[src/hdl/sac_pkg.sv]
// package for the successive approximation converter control block
package sac_pkg;
    // register indices on the local port
    localparam logic [1:0] SAC_OFF_RES_HIGH = 2'h0;
    localparam logic [1:0] SAC_OFF_RES_LOW = 2'h1;
    localparam logic [1:0] SAC_OFF_CTRL = 2'h2;
    localparam logic [1:0] SAC_OFF_CFG = 2'h3;
    localparam logic [2:0] SAC_OFF_IRQ_STAT = 3'h4;
    localparam logic [2:0] SAC_OFF_IRQ_MASK = 3'h5;
    // control register fields
    localparam int SAC_CHS_LSB = 4;
    localparam int SAC_GO_BIT = 2;
    localparam int SAC_EN_BIT = 0;
    localparam logic [7:0] SAC_CTRL_WMASK = 8'hF5;
    localparam logic [7:0] SAC_CTRL_RST = 8'h00;
    // configuration register fields
    localparam int SAC_CLKSEL_LSB = 6;
    localparam int SAC_JUSTIFY_BIT = 5;
    localparam int SAC_REFSEL_BIT = 0;
    localparam logic [7:0] SAC_CFG_WMASK = 8'hEF;
    localparam logic [7:0] SAC_CFG_RST = 8'h00;
    localparam logic [7:0] SAC_MASK_RST = 8'h00;
    // conversion timing, in conversion bit periods
    localparam int SAC_RES_BITS = 10;
    localparam int SAC_ACQ_PERIODS = 2;
    localparam int SAC_GAP_PERIODS = 2;
    // system clock divisors and internal rc rate in system clocks
    localparam int SAC_DIV_SLOW0 = 8;
    localparam int SAC_DIV_SLOW1 = 32;
    localparam int SAC_DIV_SLOW2 = 64;
    localparam int SAC_DIV_RC = 40;
    // states of the converter sequence
    typedef enum logic [2:0] {
        SAC_IDLE,
        SAC_SAMPLE,
        SAC_CONVERT,
        SAC_GAP
    } sac_state_t;
    // register access bundle
    typedef struct packed {
        logic [2:0] addr;
        logic [7:0] wdata;
        logic wr;
        logic rd;
    } sac_bus_t;
    // analog side command bundle
    typedef struct packed {
        logic [3:0] channel;
        logic ref_pins;
        logic power_on;
        logic hold;
        logic [9:0] trial;
    } sac_analog_t;
endpackage

[src/hdl/sac_bit_clock.sv]
// divider giving the conversion bit period enable pulse
`timescale 1ns/10ps
`default_nettype none
module sac_bit_clock
    import sac_pkg::*;
(
    // clock and reset
    input wire logic core_clk_in,
    input wire logic rst_in,
    // control
    input wire logic run_in,
    input wire logic [1:0] sel_in,
    // enable pulse
    output logic tick_out
);
    logic [6:0] cnt_r;
    logic [6:0] cnt_nxt;
    logic tick_r;
    logic tick_nxt;
    logic [6:0] limit;

    function automatic logic [6:0] div_of(input logic [1:0] s);
        case (s)
            2'h0: div_of = 7'(SAC_DIV_SLOW0 - 1);
            2'h1: div_of = 7'(SAC_DIV_SLOW1 - 1);
            2'h2: div_of = 7'(SAC_DIV_SLOW2 - 1);
            default: div_of = 7'(SAC_DIV_RC - 1);
        endcase
    endfunction

    always_comb
    begin
        limit = div_of(sel_in);
        cnt_nxt = cnt_r;
        tick_nxt = 1'b0;
        if (!run_in)
        begin
            cnt_nxt = 7'h00;
        end
        else if (cnt_r >= limit)
        begin
            cnt_nxt = 7'h00;
            tick_nxt = 1'b1;
        end
        else
        begin
            cnt_nxt = cnt_r + 7'h01;
        end
    end

    always_ff @(posedge core_clk_in or posedge rst_in)
    begin
        if (rst_in)
        begin
            cnt_r <= 7'h00;
            tick_r <= 1'b0;
        end
        else
        begin
            cnt_r <= cnt_nxt;
            tick_r <= tick_nxt;
        end
    end

    assign tick_out = tick_r;
endmodule
`default_nettype wire

[src/hdl/sac_control.sv]
// successive approximation converter control with register port
//
// Added by the designer: the register offsets and the address-and-strobe port.
`timescale 1ns/10ps
`default_nettype none
module sac_control
    import sac_pkg::*;
#(
    parameter int CHANNELS = 16
)
(
    // clock and reset
    input wire logic core_clk_in,
    input wire logic rst_in,
    // register port
    input wire logic [2:0] addr_in,
    input wire logic [7:0] wdata_in,
    input wire logic wr_in,
    input wire logic rd_in,
    output logic [7:0] rdata_out,
    // converter core
    input wire logic cmp_in,
    output logic [3:0] channel_out,
    output logic ref_pins_out,
    output logic power_on_out,
    output logic hold_out,
    output logic [9:0] trial_out,
    output logic [2:0] pin_config_out,
    // interrupt
    output logic irq_out
);
    // only the two channel counts below have a select decoder
    if (CHANNELS != 12 && CHANNELS != 16)
    begin
        $error("channel count must be 12 or 16");
    end

    sac_bus_t bus;
    sac_analog_t ana;
    logic cmp_meta_r;
    logic cmp_sync_r;
    logic [7:0] ctrl_r, ctrl_nxt;
    logic [7:0] cfg_r, cfg_nxt;
    logic [7:0] mask_r, mask_nxt;
    logic stat_r, stat_nxt;
    logic [9:0] res_r, res_nxt;
    logic [9:0] sar_r, sar_nxt;
    logic [3:0] bit_r, bit_nxt;
    logic [1:0] wait_r, wait_nxt;
    sac_state_t state_r, state_nxt;
    logic [7:0] rdata_r, rdata_nxt;
    sac_analog_t ana_r;
    logic irq_r;
    logic tick;
    logic done;
    logic [7:0] ctrl_w;

    assign bus = '{addr: addr_in, wdata: wdata_in, wr: wr_in, rd: rd_in};

    // comparator comes from the analog core, synchronise first
    always_ff @(posedge core_clk_in or posedge rst_in)
    begin
        if (rst_in)
        begin
            cmp_meta_r <= 1'b0;
            cmp_sync_r <= 1'b0;
        end
        else
        begin
            cmp_meta_r <= cmp_in;
            cmp_sync_r <= cmp_meta_r;
        end
    end

    // bit period divider, counts core clocks up to the divisor picked by the clock select field
    sac_bit_clock u_bit_clock (
        .core_clk_in(core_clk_in),
        .rst_in(rst_in),
        .run_in(state_r != SAC_IDLE),
        .sel_in(cfg_r[SAC_CLKSEL_LSB +: 2]),
        .tick_out(tick)
    );

    // register index decode shared by the write and read paths
    function automatic logic hit(input logic [2:0] a, input logic [2:0] idx);
        hit = (a == idx);
    endfunction

    function automatic logic [7:0] result_byte(input logic [9:0] r, input logic right,
                                               input logic high);
        logic [15:0] w;
        w = right ? {6'h00, r} : {r, 6'h00};
        result_byte = high ? w[15:8] : w[7:0];
    endfunction

    // register writes, sequence and read data
    always_comb
    begin
        ctrl_w = (bus.wdata & SAC_CTRL_WMASK);
        if (CHANNELS == 12 && ctrl_w[7:6] == 2'b11)
        begin
            ctrl_w[7:6] = 2'b10; // reserved codes kept in range
        end
        ctrl_nxt = ctrl_r;
        cfg_nxt = cfg_r;
        mask_nxt = mask_r;
        stat_nxt = stat_r;
        res_nxt = res_r;
        sar_nxt = sar_r;
        bit_nxt = bit_r;
        wait_nxt = wait_r;
        state_nxt = state_r;
        done = 1'b0;
        rdata_nxt = 8'h00;
        if (bus.wr && hit(bus.addr, {1'b0, SAC_OFF_CTRL}))
        begin
            ctrl_nxt = ctrl_w;
            if (!ctrl_w[SAC_EN_BIT])
            begin
                ctrl_nxt[SAC_GO_BIT] = 1'b0;
            end
        end
        else if (bus.wr && hit(bus.addr, {1'b0, SAC_OFF_CFG}))
        begin
            cfg_nxt = bus.wdata & SAC_CFG_WMASK;
        end
        else if (bus.wr && hit(bus.addr, SAC_OFF_IRQ_MASK))
        begin
            mask_nxt = {7'h00, bus.wdata[0]};
        end
        case (state_r)
            SAC_IDLE:
            begin
                if (ctrl_r[SAC_GO_BIT] && ctrl_r[SAC_EN_BIT])
                begin
                    state_nxt = SAC_SAMPLE;
                    wait_nxt = 2'(SAC_ACQ_PERIODS - 1);
                end
            end
            SAC_SAMPLE:
            begin
                if (tick)
                begin
                    if (wait_r == 2'h0)
                    begin
                        state_nxt = SAC_CONVERT;
                        sar_nxt = 10'h200;
                        bit_nxt = 4'(SAC_RES_BITS - 1);
                    end
                    else
                    begin
                        wait_nxt = wait_r - 2'h1;
                    end
                end
            end
            SAC_CONVERT:
            begin
                if (tick)
                begin
                    if (!cmp_sync_r)
                    begin
                        sar_nxt[bit_r] = 1'b0;
                    end
                    if (bit_r == 4'h0)
                    begin
                        done = 1'b1;
                        res_nxt = cmp_sync_r ? sar_r : (sar_r & ~10'h001);
                        state_nxt = SAC_GAP;
                        wait_nxt = 2'(SAC_GAP_PERIODS - 1);
                    end
                    else
                    begin
                        sar_nxt[bit_r - 4'h1] = 1'b1;
                        bit_nxt = bit_r - 4'h1;
                    end
                end
            end
            default:
            begin
                if (tick)
                begin
                    if (wait_r == 2'h0)
                    begin
                        state_nxt = SAC_IDLE;
                    end
                    else
                    begin
                        wait_nxt = wait_r - 2'h1;
                    end
                end
            end
        endcase
        if (!ctrl_nxt[SAC_EN_BIT])
        begin
            state_nxt = SAC_IDLE;
        end
        if (done)
        begin
            ctrl_nxt[SAC_GO_BIT] = 1'b0;
        end
        if (bus.rd)
        begin
            if (hit(bus.addr, {1'b0, SAC_OFF_RES_HIGH}))
            begin
                rdata_nxt = result_byte(res_r, cfg_r[SAC_JUSTIFY_BIT], 1'b1);
            end
            else if (hit(bus.addr, {1'b0, SAC_OFF_RES_LOW}))
            begin
                rdata_nxt = result_byte(res_r, cfg_r[SAC_JUSTIFY_BIT], 1'b0);
            end
            else if (hit(bus.addr, {1'b0, SAC_OFF_CTRL}))
            begin
                rdata_nxt = ctrl_r;
            end
            else if (hit(bus.addr, {1'b0, SAC_OFF_CFG}))
            begin
                rdata_nxt = cfg_r;
            end
            else if (hit(bus.addr, SAC_OFF_IRQ_STAT))
            begin
                rdata_nxt = {7'h00, stat_r};
                stat_nxt = 1'b0;
            end
            else if (hit(bus.addr, SAC_OFF_IRQ_MASK))
            begin
                rdata_nxt = mask_r;
            end
        end
        if (done)
        begin
            stat_nxt = 1'b1; // set beats read clear
        end
        ana.channel = ctrl_nxt[SAC_CHS_LSB +: 4];
        ana.ref_pins = cfg_nxt[SAC_REFSEL_BIT];
        ana.power_on = ctrl_nxt[SAC_EN_BIT];
        ana.hold = (state_nxt == SAC_CONVERT);
        ana.trial = sar_nxt;
    end

    // all state runs on the core clock, kept alive in sleep
    always_ff @(posedge core_clk_in or posedge rst_in)
    begin
        if (rst_in)
        begin
            ctrl_r <= SAC_CTRL_RST;
            cfg_r <= SAC_CFG_RST;
            mask_r <= SAC_MASK_RST;
            stat_r <= 1'b0;
            res_r <= 10'h000;
            sar_r <= 10'h000;
            bit_r <= 4'h0;
            wait_r <= 2'h0;
            state_r <= SAC_IDLE;
            rdata_r <= 8'h00;
            ana_r <= '0;
            irq_r <= 1'b0;
        end
        else
        begin
            ctrl_r <= ctrl_nxt;
            cfg_r <= cfg_nxt;
            mask_r <= mask_nxt;
            stat_r <= stat_nxt;
            res_r <= res_nxt;
            sar_r <= sar_nxt;
            bit_r <= bit_nxt;
            wait_r <= wait_nxt;
            state_r <= state_nxt;
            rdata_r <= rdata_nxt;
            ana_r <= ana;
            irq_r <= stat_nxt & mask_nxt[0];
        end
    end

    assign rdata_out = rdata_r;
    assign channel_out = ana_r.channel;
    assign ref_pins_out = ana_r.ref_pins;
    assign power_on_out = ana_r.power_on;
    assign hold_out = ana_r.hold;
    assign trial_out = ana_r.trial;
    assign pin_config_out = cfg_r[3:1];
    assign irq_out = irq_r;
endmodule
`default_nettype wire

[config.mk]
export PLATFORM = sky130hd
export DESIGN_NAME = sac_control
export DESIGN_NICKNAME = d
export VERILOG_FILES = /design/src/hdl/sac_pkg.sv /design/src/hdl/sac_bit_clock.sv /design/src/hdl/sac_control.sv
export SDC_FILE = /design/constraint.sdc
export NUM_CORES = 1
export LEC_CHECK = 0
export BUFFER_PORTS_ARGS = -buffer_cell sky130_fd_sc_hd__buf_4
export CAP_MARGIN = 20
export CORE_MARGIN = 3
export CORE_UTILIZATION = 52
export CTS_CLUSTER_DIAMETER = 40
export DETAILED_ROUTE_END_ITERATION = 10
export PLACE_DENSITY = 0.77
export SETUP_SLACK_MARGIN = 0.15
export SLEW_MARGIN = 30
export SYNTH_ARGS = -nofsm -noshare
export SYNTH_HDL_FRONTEND = slang
export SYNTH_HIERARCHICAL = 1
export SYNTH_SLANG_ARGS = --single-unit
[constraint.sdc]
create_clock -name core_clk_in -period 1.64 [get_ports core_clk_in]
set_clock_uncertainty 0.1 [all_clocks]
set_input_delay 0.246 -clock core_clk_in [delete_from_list [all_inputs] [get_ports core_clk_in]]
set_output_delay 0.246 -clock core_clk_in [all_outputs]
set_load 0.05 [all_outputs]
==> flow_summary.json, run 1 <==
{
  "root_buffer": "clkbuf_8",
  "r2r_cells": 7,
  "yosysWarnings": 6,
  "slew_headroom": 0.6181,
  "drt_iter0_drc": 169,
  "synthesis.area_um2": 3387,
  "syn_inst": 324,
  "p_switching_w": 0.001159,
  "clkSinkCount": 64,
  "grt_overflow": 0,
  "first_global_vias": 2885,
  "diodes": 0,
  "violations": "negative setup slack",
  "pre_cts_ws_ns": -0.3001,
  "yosysTopAreaCellShare": 0.4728,
  "cp.required_ns": 1.76,
  "max_freq_mhz": 534.7,
  "post-route-util": 0.7484,
  "crit_path_end_kind": "register",
  "synth_seq_cells": 64,
  "layout-drive-gt1-share": 0.4579,
  "grt_pass1_wl_um": 14450,
  "core_um2": 6096,
  "portBuffers": 44,
  "routed_wl_um": 8999,
  "numCtsBuffers": 9,
  "fin_crit_ns": 1.870,
  "htree_levels": 3,
  "ys_seq_area_frac": 0.4728,
  "grt_max_degree": 26,
  "final-seq-area_um2": 1605,
  "multiInputGateArea_um2": 1916,
  "vias": 2857,
  "p_int_w": 0.002862,
  "p_sw_frac": 0.2882,
  "cap_viol_max_count": 0,
  "power.density_nw_per_um2": 881.5,
  "boundaryPins": 45,
  "place_area_um2": 3971,
  "antenna_found_initial": 0,
  "seqPwrFrac": 0.440,
  "async_flop_share": 1.000,
  "gp_congestion": 0.8246,
  "pwr-share-comb": 0.208,
  "syn_avg_cell_area_um2": 10.45,
  "drtAntennaViolNets": 0,
  "synth-edff-count": 0,
  "hold_path_depth": 2,
  "worst_pin_slew_ns": 0.5570,
  "synth_common_cells": "64 x dfrtp_1, 27 x nand2_1, 23 x mux2_2, 23 x o21ai_0, 21 x a21oi_1",
  "status": "finished with violations",
  "fill_cells": 405,
  "rsz0062_at_grt": "true",
  "die_w_um": 86.71,
  "ir_drop_uv": 821.0,
  "slew_violations": 0,
  "setup_viol": 18,
  "report.power.total_w": 0.004021,
  "p_leak_nw": 2.078,
  "synth_flop_cell": "dfrtp_1",
  "fin_nets": 429,
  "fin_ws_ns": -0.2302,
  "pwr-share-clk": 0.351,
  "clk_pin_slew_ns": 0.07,
  "viasPerCell": 5.965,
  "die_height_um": 86.71,
  "synth_most_common_cell": "dfrtp_1",
  "period_share": 1.140,
  "synth_area_leader_cell": "dfrtp_1",
  "design_area_um2": 4562,
  "crit_fanout": 3,
  "dieArea_um2": 7518,
  "hp-class": "primary input to register",
  "area_growth_pct": 34.69,
  "hpwl_um": 5666,
  "cts_tree": "done",
  "drt_drc_violations_left": 0,
  "ys_types": 57,
  "wl_per_cell_um": 18.79,
  "cp-start-kind": "register",
  "first_pass_iters": 4,
  "hold_viol": 0,
  "start_util": 0.5556,
  "crit_arrival_ns": 1.99,
  "fp-row-count": 28,
  "synth_area_leaders": "dfrtp_1 47%, mux2_2 7.6%, ha_1 4.8%, o21ai_0 3.4%, a21oi_1 3.1%",
  "worstSetupPathType": "register to register",
  "clk_latency_ns": 0.33,
  "track_usage": 0.2495,
  "clock_path_buffers": 2,
  "synth.net_count": 353
}
[worst max-delay path: stages, from the launching register on]
cell and delay (ns):
dfrtp_1 0.40, inv_1 0.07, ha_2 0.29, ha_4 0.18, a211oi_4 0.32, buf_4 0.17, nand2_1 0.05, o21a_1 0.19
[cells in the final DEF (no fill, tap or decap), types with 4 or more instances in the layout]
| cell type | count |
|---|---|
| buf_4 | 74 |
| mux2_2 | 22 |
| o21ai_1 | 6 |
| buf_6 | 8 |
| dfrtp_1 | 61 |
| a31oi_1 | 4 |
| nor2_1 | 13 |
| nand2_1 | 23 |
| o21ai_0 | 13 |
| inv_1 | 4 |
| a21oi_1 | 17 |
| ha_1 | 7 |
| ha_4 | 4 |
| a211oi_1 | 4 |
| clkbuf_8 | 9 |
| nand3_1 | 6 |
| nor2b_1 | 8 |
| mux2i_1 | 8 |
| o21ai_2 | 6 |
[state kept, by name (all words and copies together), names as in the netlist, 2 cells and up]
name and cells:
wait_r 2, ctrl_r 3, res_r 10, rdata_out 8, bit_r 4, u_bit_clock/cnt_r 7
trial_out 10, channel_out 3, cfg_r 7, state_r 3
[worst paths after layout]
check / from / slack [ns] / end
hold / removal: wdata_in[4] / 0.05 / channel_out[0]
hold reg to reg: cmp_meta_r / 0.26 / cmp_sync_r
min in group asynchronous: rst_in / 0.34 / u_bit_clock/cnt_r[4]
setup reg to reg: cfg_r[6] / -0.23 / u_bit_clock/tick_out
max in group asynchronous: rst_in / 0.49 / ctrl_r[0]
setup / recovery: cfg_r[6] / -0.23 / u_bit_clock/tick_out
[layer usage]
layer / routed length (um) / GRT usage / vias up
met5: 0 / 0 / -
met1: 3679 / 0.3079 / 1415
li1: - / - / 1319
met4: 197 / 0.1020 / 0
met2: 4598 / 0.4124 / 103
met3: 525 / 0.06939 / 20
[timing repair]
item	CTS	global route
hold endpoints to repair	26	0
setup buffers	12	2
pin swaps	17	12
resized for setup	40	25
hold buffers	2	0
endpoints found under the setup margin	32	40
[kinds of logic after synthesis]
kind of cell    synth area share
simple gates              0.1758
xor+xnor                0.007759
fa+ha+maj                0.04802
compound gates            0.1489
flops                     0.4728
buf+inv                  0.04654
mux                       0.1001
[power groups by stage]
| stage | combinational (W) | sequential (W) | clock, W |
|---|---|---|---|
| 3_3_place_gp | 0.000716 | 0.00179 | 0 |
| 4_1_cts | 0.000807 | 0.00177 | 0.00145 |
| 6_report | 0.000838 | 0.00177 | 0.00141 |
| 2_1_floorplan | 0.000489 | 0.00184 | 0 |
| 3_5_place_dp | 0.000733 | 0.00179 | 0 |
| 5_1_grt | 0.000902 | 0.00178 | 0.00151 |
[area by class of cell]
class / count / area share
clock buffer: 11 / 0.02880
sequential: 64 / 0.3519
tap: 75 / 0.02057
inverter: 9 / 0.008777
multi-input combinational: 230 / 0.4199
clock inverter: 4 / 0.01536
timing repair buffer: 86 / 0.1547
[through the flow]
stage          cells  TNS, ns  hold slack, ns
5_1_grt          479   -2.982         0.03708
4_1_cts          477   -1.379         0.02899
2_1_floorplan    324  -0.2731        -0.03834
6_report         479   -1.729         0.04714
3_5_place_dp     448   -1.784          0.1339
3_3_place_gp     448  -0.9162          0.1277
(Power assumes the default switching activity.)
==> run 2: changes to the inputs <==
--- a/config.mk
+++ b/config.mk
@@ -5,6 +5,7 @@
 export SDC_FILE = /design/constraint.sdc
 export NUM_CORES = 1
 export LEC_CHECK = 0
+export ABC_AREA = 1
 export BUFFER_PORTS_ARGS = -buffer_cell sky130_fd_sc_hd__buf_4
 export CAP_MARGIN = 20
 export CORE_MARGIN = 3
==> flow_summary.json, run 2 <==
{
  "dieArea_um2": 7781,
  "cpPeakStageDelay_ns": 0.41,
  "place_area_um2": 3916,
  "period_share": 1.022,
  "power.density_nw_per_um2": 1002,
  "drtAntennaViolNets": 0,
  "track_usage": 0.2136,
  "r2r_cells": 9,
  "mostFrequentLayoutCells": "135 x nand2_1, 62 x buf_4, 61 x dfrtp_1, 37 x inv_1, 29 x nor2_1",
  "p_sw_frac": 0.3794,
  "r2r_slack_ns": -0.04,
  "start_util": 0.5442,
  "antenna_found_initial": 0,
  "fp-row-count": 29,
  "portBuffers": 44,
  "yosysTopAreaCellShare": 0.4557,
  "rsz0062_at_grt": "true",
  "synth_seq_cells": 64,
  "drt_drc_violations_left": 0,
  "slew_headroom": 0.7789,
  "boundaryPins": 45,
  "final_common_cell": "nand2_1",
  "clkSinkCount": 64,
  "ir_drop_uv": 689.5,
  "status": "finished with violations",
  "synthesis.area_um2": 3515,
  "clk_latency_ns": 0.35,
  "synth-edff-count": 0,
  "critical_path.endpoint": "u_bit_clock/cnt_r[2]",
  "syn_inst": 445,
  "clock_path_buffers": 2,
  "cts_tree": "done",
  "synth.net_count": 474,
  "viasPerCell": 5.256,
  "synth_common_cells": "146 x nand2_1, 64 x dfrtp_1, 42 x inv_1",
  "routed_wl_um": 8215,
  "slew_violations": 0,
  "max_freq_mhz": 596.8,
  "r2r_end": "u_bit_clock/cnt_r[2]",
  "diodes": 0,
  "gp_congestion": 0.8752,
  "numCtsBuffers": 9,
  "pre_cts_ws_ns": -0.1328,
  "synth_most_common_cell": "nand2_1",
  "cp.required_ns": 1.81,
  "die_w_um": 88.21,
  "p_switching_w": 0.001676,
  "setup_viol": 8,
  "hpwl_um": 5722,
  "fin_crit_ns": 1.675,
  "hold_viol": 0,
  "slowest_stage": "dfrtp_1",
  "crit_path_end_kind": "register",
  "async_flop_share": 1.000,
  "seqPwrFrac": 0.408,
  "ys_seq_area_frac": 0.4557,
  "p_leak_nw": 2.282,
  "p_int_w": 0.002742,
  "finalSetupTns_ns": -0.1127,
  "path_cells": "inv_2 > ha_4 > nor2_2 > ha_1 > nand2_2 > nor2_2 > nor2_4 > nand3_4 > nor2_1",
  "post-route-util": 0.6825,
  "syn_avg_cell_area_um2": 7.898,
  "vias": 3122,
  "synth_area_leader_cell": "dfrtp_1",
  "design_area_um2": 4408,
  "yosysWarnings": 6,
  "placed_cells": 560,
  "core_um2": 6459,
  "grt_overflow": 0,
  "pwr-share-clk": 0.276,
  "drt_iter0_drc": 135,
  "violations": "negative setup slack",
  "root_buffer": "clkbuf_8",
  "cp-startpoint": "cfg_r[6]",
  "synth_flop_cell": "dfrtp_1",
  "synth_area_leaders": "dfrtp_1 46%, nand2_1 16%, ha_1 4.6%, inv_1 4.5%, nor2_1 4.0%",
  "layout-drive-gt1-share": 0.2901,
  "crit_arrival_ns": 1.85,
  "instances_no_fill": 594,
  "crit_top_cell": "nor2_2",
  "worst_pin_slew_ns": 0.3282,
  "grt_pass1_wl_um": 12940,
  "hp-class": "primary input to register",
  "crit_fanout": 7,
  "area_growth_pct": 25.42,
  "reg2reg_from": "cfg_r[6]",
  "fill_cells": 522,
  "pwr-share-comb": 0.316,
  "clk_pin_slew_ns": 0.08,
  "cp-start-kind": "register",
  "first_pass_iters": 4,
  "htree_levels": 3,
  "fin_ws_ns": -0.03548,
  "fin_nets": 541,
  "cap_viol_max_count": 0,
  "die_height_um": 88.21,
  "wl_per_cell_um": 13.83,
  "grt_max_degree": 49,
  "worstSetupPathType": "register to register",
  "first_global_vias": 2908,
  "ys_types": 31
}
run 2: cell count changes in the layout (fill, tap and decap cells not counted), moves of 9 or more:
cell / before / now
buf_4: 74 / 62
inv_1: 4 / 37
mux2_2: 22 / 0
nand2_1: 23 / 135
nand2_2: 3 / 17
nand3_1: 6 / 22
nand4_1: 1 / 10
nor2_1: 13 / 29
o21ai_0: 13 / 22
o21ai_1: 6 / 20
run 2: metrics by stage:
step	hold slack, ns	power [W]
floorplan	-0.03834	0.002632
global placement	0.1101	0.002884
detailed placement	0.1073	0.002913
CTS	0.01811	0.004208
global route	0.03061	0.004675
finish	0.01730	0.004418
run 2: cell families after synthesis:
logic type,after synthesis,synth area share
xor gates and xnor gates,3,0.007477
DFF,64,0.4557
and+or+nand+nor,246,0.3247
AOI/OAI and AO/OA,57,0.08722
adders and majority gates,13,0.04628
buffers and inverters,62,0.07867
run 2: worst max-delay path, delay by kind of cell (launching register included):
| family | cells | cell delay, ns |
|---|---|---|
| flops | 1 | 0.41 |
| simple gates | 6 | 0.55 |
| buf+inv | 1 | 0.08 |
| fa+ha+maj | 2 | 0.45 |
run 2: area by class of cell:
type | count | area (um2) | area share
clock inverter | 7 | 47.55 | 0.01079
sequential | 64 | 1605 | 0.3642
multi-input combinational | 321 | 1818 | 0.4124
clock buffer | 9 | 123.9 | 0.02810
tap | 77 | 96.34 | 0.02186
timing repair buffer | 66 | 515.5 | 0.1169
inverter | 50 | 201.4 | 0.04570
run 2: worst min path at each step:
stage	cells after the start	slack, ns	start	to
finish	3	0.02	wdata_in[7]	ctrl_r[7]
global route	3	0.03	wdata_in[7]	ctrl_r[7]
CTS	3	0.02	wdata_in[7]	ctrl_r[7]
detailed placement	2	0.11	rst_in	bit_r[1]
global placement	2	0.11	rst_in	bit_r[1]
floorplan	1	-0.04	rst_in	u_bit_clock/cnt_r[0]
run 2: power by group through the flow:
stage | clock, W | sequential, W | combinational [W]
floorplan | 0 | 0.00188 | 0.000748
global placement | 0 | 0.00182 | 0.00106
detailed placement | 0 | 0.00182 | 0.00109
CTS | 0.00124 | 0.00180 | 0.00117
global route | 0.00132 | 0.00182 | 0.00153
finish | 0.00122 | 0.00180 | 0.00140
run 2: layer usage:
metal	GRT usage	share of wire	up-vias
met5	0	0	-
met4	0.08104	0.031	0
met3	0.05587	0.042	22
met2	0.3515	0.50	88
met1	0.2709	0.43	1464
li1	-	-	1548
run 2: repair_timing:
item / in CTS / in global routing
endpoints found under the hold margin: 18 / 0
setup buffers: 0 / 13
cloned: 0 / 2
gates resized for setup: 14 / 39
pin swaps: 9 / 17
hold buffers: 3 / 0
setup endpoints to repair: 26 / 33
==> run 3: changes to the inputs <==
--- a/config.mk
+++ b/config.mk
@@ -12,8 +12,8 @@
 export CORE_UTILIZATION = 52
 export CTS_CLUSTER_DIAMETER = 40
 export DETAILED_ROUTE_END_ITERATION = 10
-export PLACE_DENSITY = 0.77
-export SETUP_SLACK_MARGIN = 0.15
+export PLACE_DENSITY_LB_ADDON = 0.1
+export SETUP_SLACK_MARGIN = 0.05
 export SLEW_MARGIN = 30
 export SYNTH_ARGS = -nofsm -noshare
 export SYNTH_HDL_FRONTEND = slang
==> flow_summary.json, run 3 (same netlist as run 2, synthesis figures left out) <==
{
  "fin_crit_ns": 1.703,
  "cp-start-kind": "register",
  "placed_cells": 562,
  "diodes": 0,
  "root_buffer": "clkbuf_8",
  "rsz0062_at_grt": "true",
  "status": "finished with violations",
  "grt_max_degree": 34,
  "drtAntennaViolNets": 0,
  "slew_violations": 0,
  "first_global_vias": 2770,
  "dieArea_um2": 7781,
  "vias": 2999,
  "fin_nets": 531,
  "area_growth_pct": 22.53,
  "ir_drop_uv": 745.4,
  "first_pass_iters": 4,
  "routed_wl_um": 7911,
  "boundaryPins": 45,
  "numCtsBuffers": 9,
  "grt_pass1_wl_um": 12910,
  "cap_viol_max_count": 0,
  "antenna_found_initial": 0,
  "viasPerCell": 5.135,
  "fp-row-count": 29,
  "start_util": 0.5442,
  "reg2reg_from": "cfg_r[7]",
  "final_common_cell": "nand2_1",
  "instances_no_fill": 584,
  "worst_pin_slew_ns": 0.3151,
  "report.power.total_w": 0.004492,
  "fill_cells": 559,
  "p_leak_nw": 2.242,
  "hp-class": "primary input to register",
  "htree_levels": 3,
  "slew_headroom": 0.7884,
  "power.density_nw_per_um2": 1043,
  "setup_viol": 7,
  "clk_latency_ns": 0.34,
  "hpwl_um": 5809,
  "clk_pin_slew_ns": 0.07,
  "portBuffers": 44,
  "grt_overflow": 0,
  "max_freq_mhz": 587.3,
  "worstSetupPathType": "register to register",
  "mostFrequentLayoutCells": "141 x nand2_1, 61 x dfrtp_1, 53 x buf_4, 39 x inv_1, 27 x o21ai_0",
  "hold_viol": 0,
  "cts_tree": "done",
  "cp.required_ns": 1.81,
  "pre_cts_ws_ns": -0.1441,
  "period_share": 1.038,
  "clkSinkCount": 64,
  "layout-drive-gt1-share": 0.2604,
  "core_um2": 6459,
  "violations": "negative setup slack",
  "drt_drc_violations_left": 0,
  "fin_ws_ns": -0.06259,
  "crit_path_end_kind": "register",
  "crit_fanout": 7,
  "die_w_um": 88.21,
  "wl_per_cell_um": 13.55,
  "clock_path_buffers": 2,
  "post-route-util": 0.6668,
  "crit_arrival_ns": 1.87,
  "drt_iter0_drc": 138,
  "cp-startpoint": "cfg_r[7]",
  "track_usage": 0.2161,
  "min_from": "wdata_in[4]",
  "die_height_um": 88.21,
  "gp_congestion": 0.8731
}
## run 3: cell count changes in the layout (fill, tap and decap cells not counted), sizes merged
cell,previous run,this run
dlygate4sd3,3,2
clkinv,4,1
inv,50,49
clkbuf,9,13
bufinv,0,2
nand2,162,161
clkinvlp,3,1
buf,63,55
## run 3: cell type report
cell class / count / area (um2) / area share
Tap cell: 77 / 96.34 / 0.02237
Timing Repair Buffer: 57 / 449.2 / 0.1043
Sequential cell: 64 / 1605 / 0.3727
Clock inverter: 3 / 65.06 / 0.01511
Multi-Input combinational cell: 320 / 1748 / 0.4059
Inverter: 50 / 193.9 / 0.04503
Clock buffer: 13 / 148.9 / 0.03457
## run 3: final timing paths
kind / slack [ns] / cells past startpoint / to
max: -0.06 / 8 / u_bit_clock/cnt_r[0]
min in group asynchronous: 0.32 / 3 / cmp_meta_r
min: 0.02 / 3 / channel_out[0]
max reg2reg: -0.06 / 8 / u_bit_clock/cnt_r[0]
max in group asynchronous: 0.65 / 4 / state_r[0]
min reg2reg: 0.26 / 0 / cmp_sync_r
## run 3: worst max-delay path: stages (launching register included)
cell	delay, ns
dfrtp_1	0.43
ha_2	0.20
nor2_1	0.09
ha_1	0.27
nand2_1	0.09
nand2_2	0.06
nor2_4	0.12
nand3_4	0.15
nor2_1	0.12
## run 3: per-layer routing
layer / track usage / share of wire / vias up
met5: 0 / 0 / -
met3: 0.03724 / 0.035 / 9
met4: 0.09478 / 0.014 / 0
met2: 0.3671 / 0.50 / 64
met1: 0.2706 / 0.45 / 1390
li1: - / - / 1536
## run 3: report_power, final
group | leakage [nW] | switching (W) | internal, W
Clock | 0.108 | 0.000592 | 0.000898
Sequential | 0.856 | 0.000104 | 0.00170
Combinational | 1.28 | 0.000806 | 0.000395
## run 3: timing repair
action | CTS | global route
endpoints found under the setup margin | 10 | 35
pin swaps | 3 | 13
hold buffers | 2 | 0
resized for setup | 1 | 32
cloned | 0 | 1
buffers inserted | 0 | 3
hold endpoints to repair | 19 | 0
## run 3: per-stage QoR
| stage | setup TNS, ns | hold slack (ns) | instance area (um2) |
|---|---|---|---|
| CTS | -1.089 | 0.005518 | 4167 |
| global route | -0.9200 | 0.01590 | 4307 |
| floorplan | 0 | -0.03834 | 3518 |
| finish | -0.3599 | 0.01551 | 4307 |
| global placement | -0.2122 | 0.1253 | 3929 |
| detailed placement | -0.8539 | 0.1290 | 3929 |
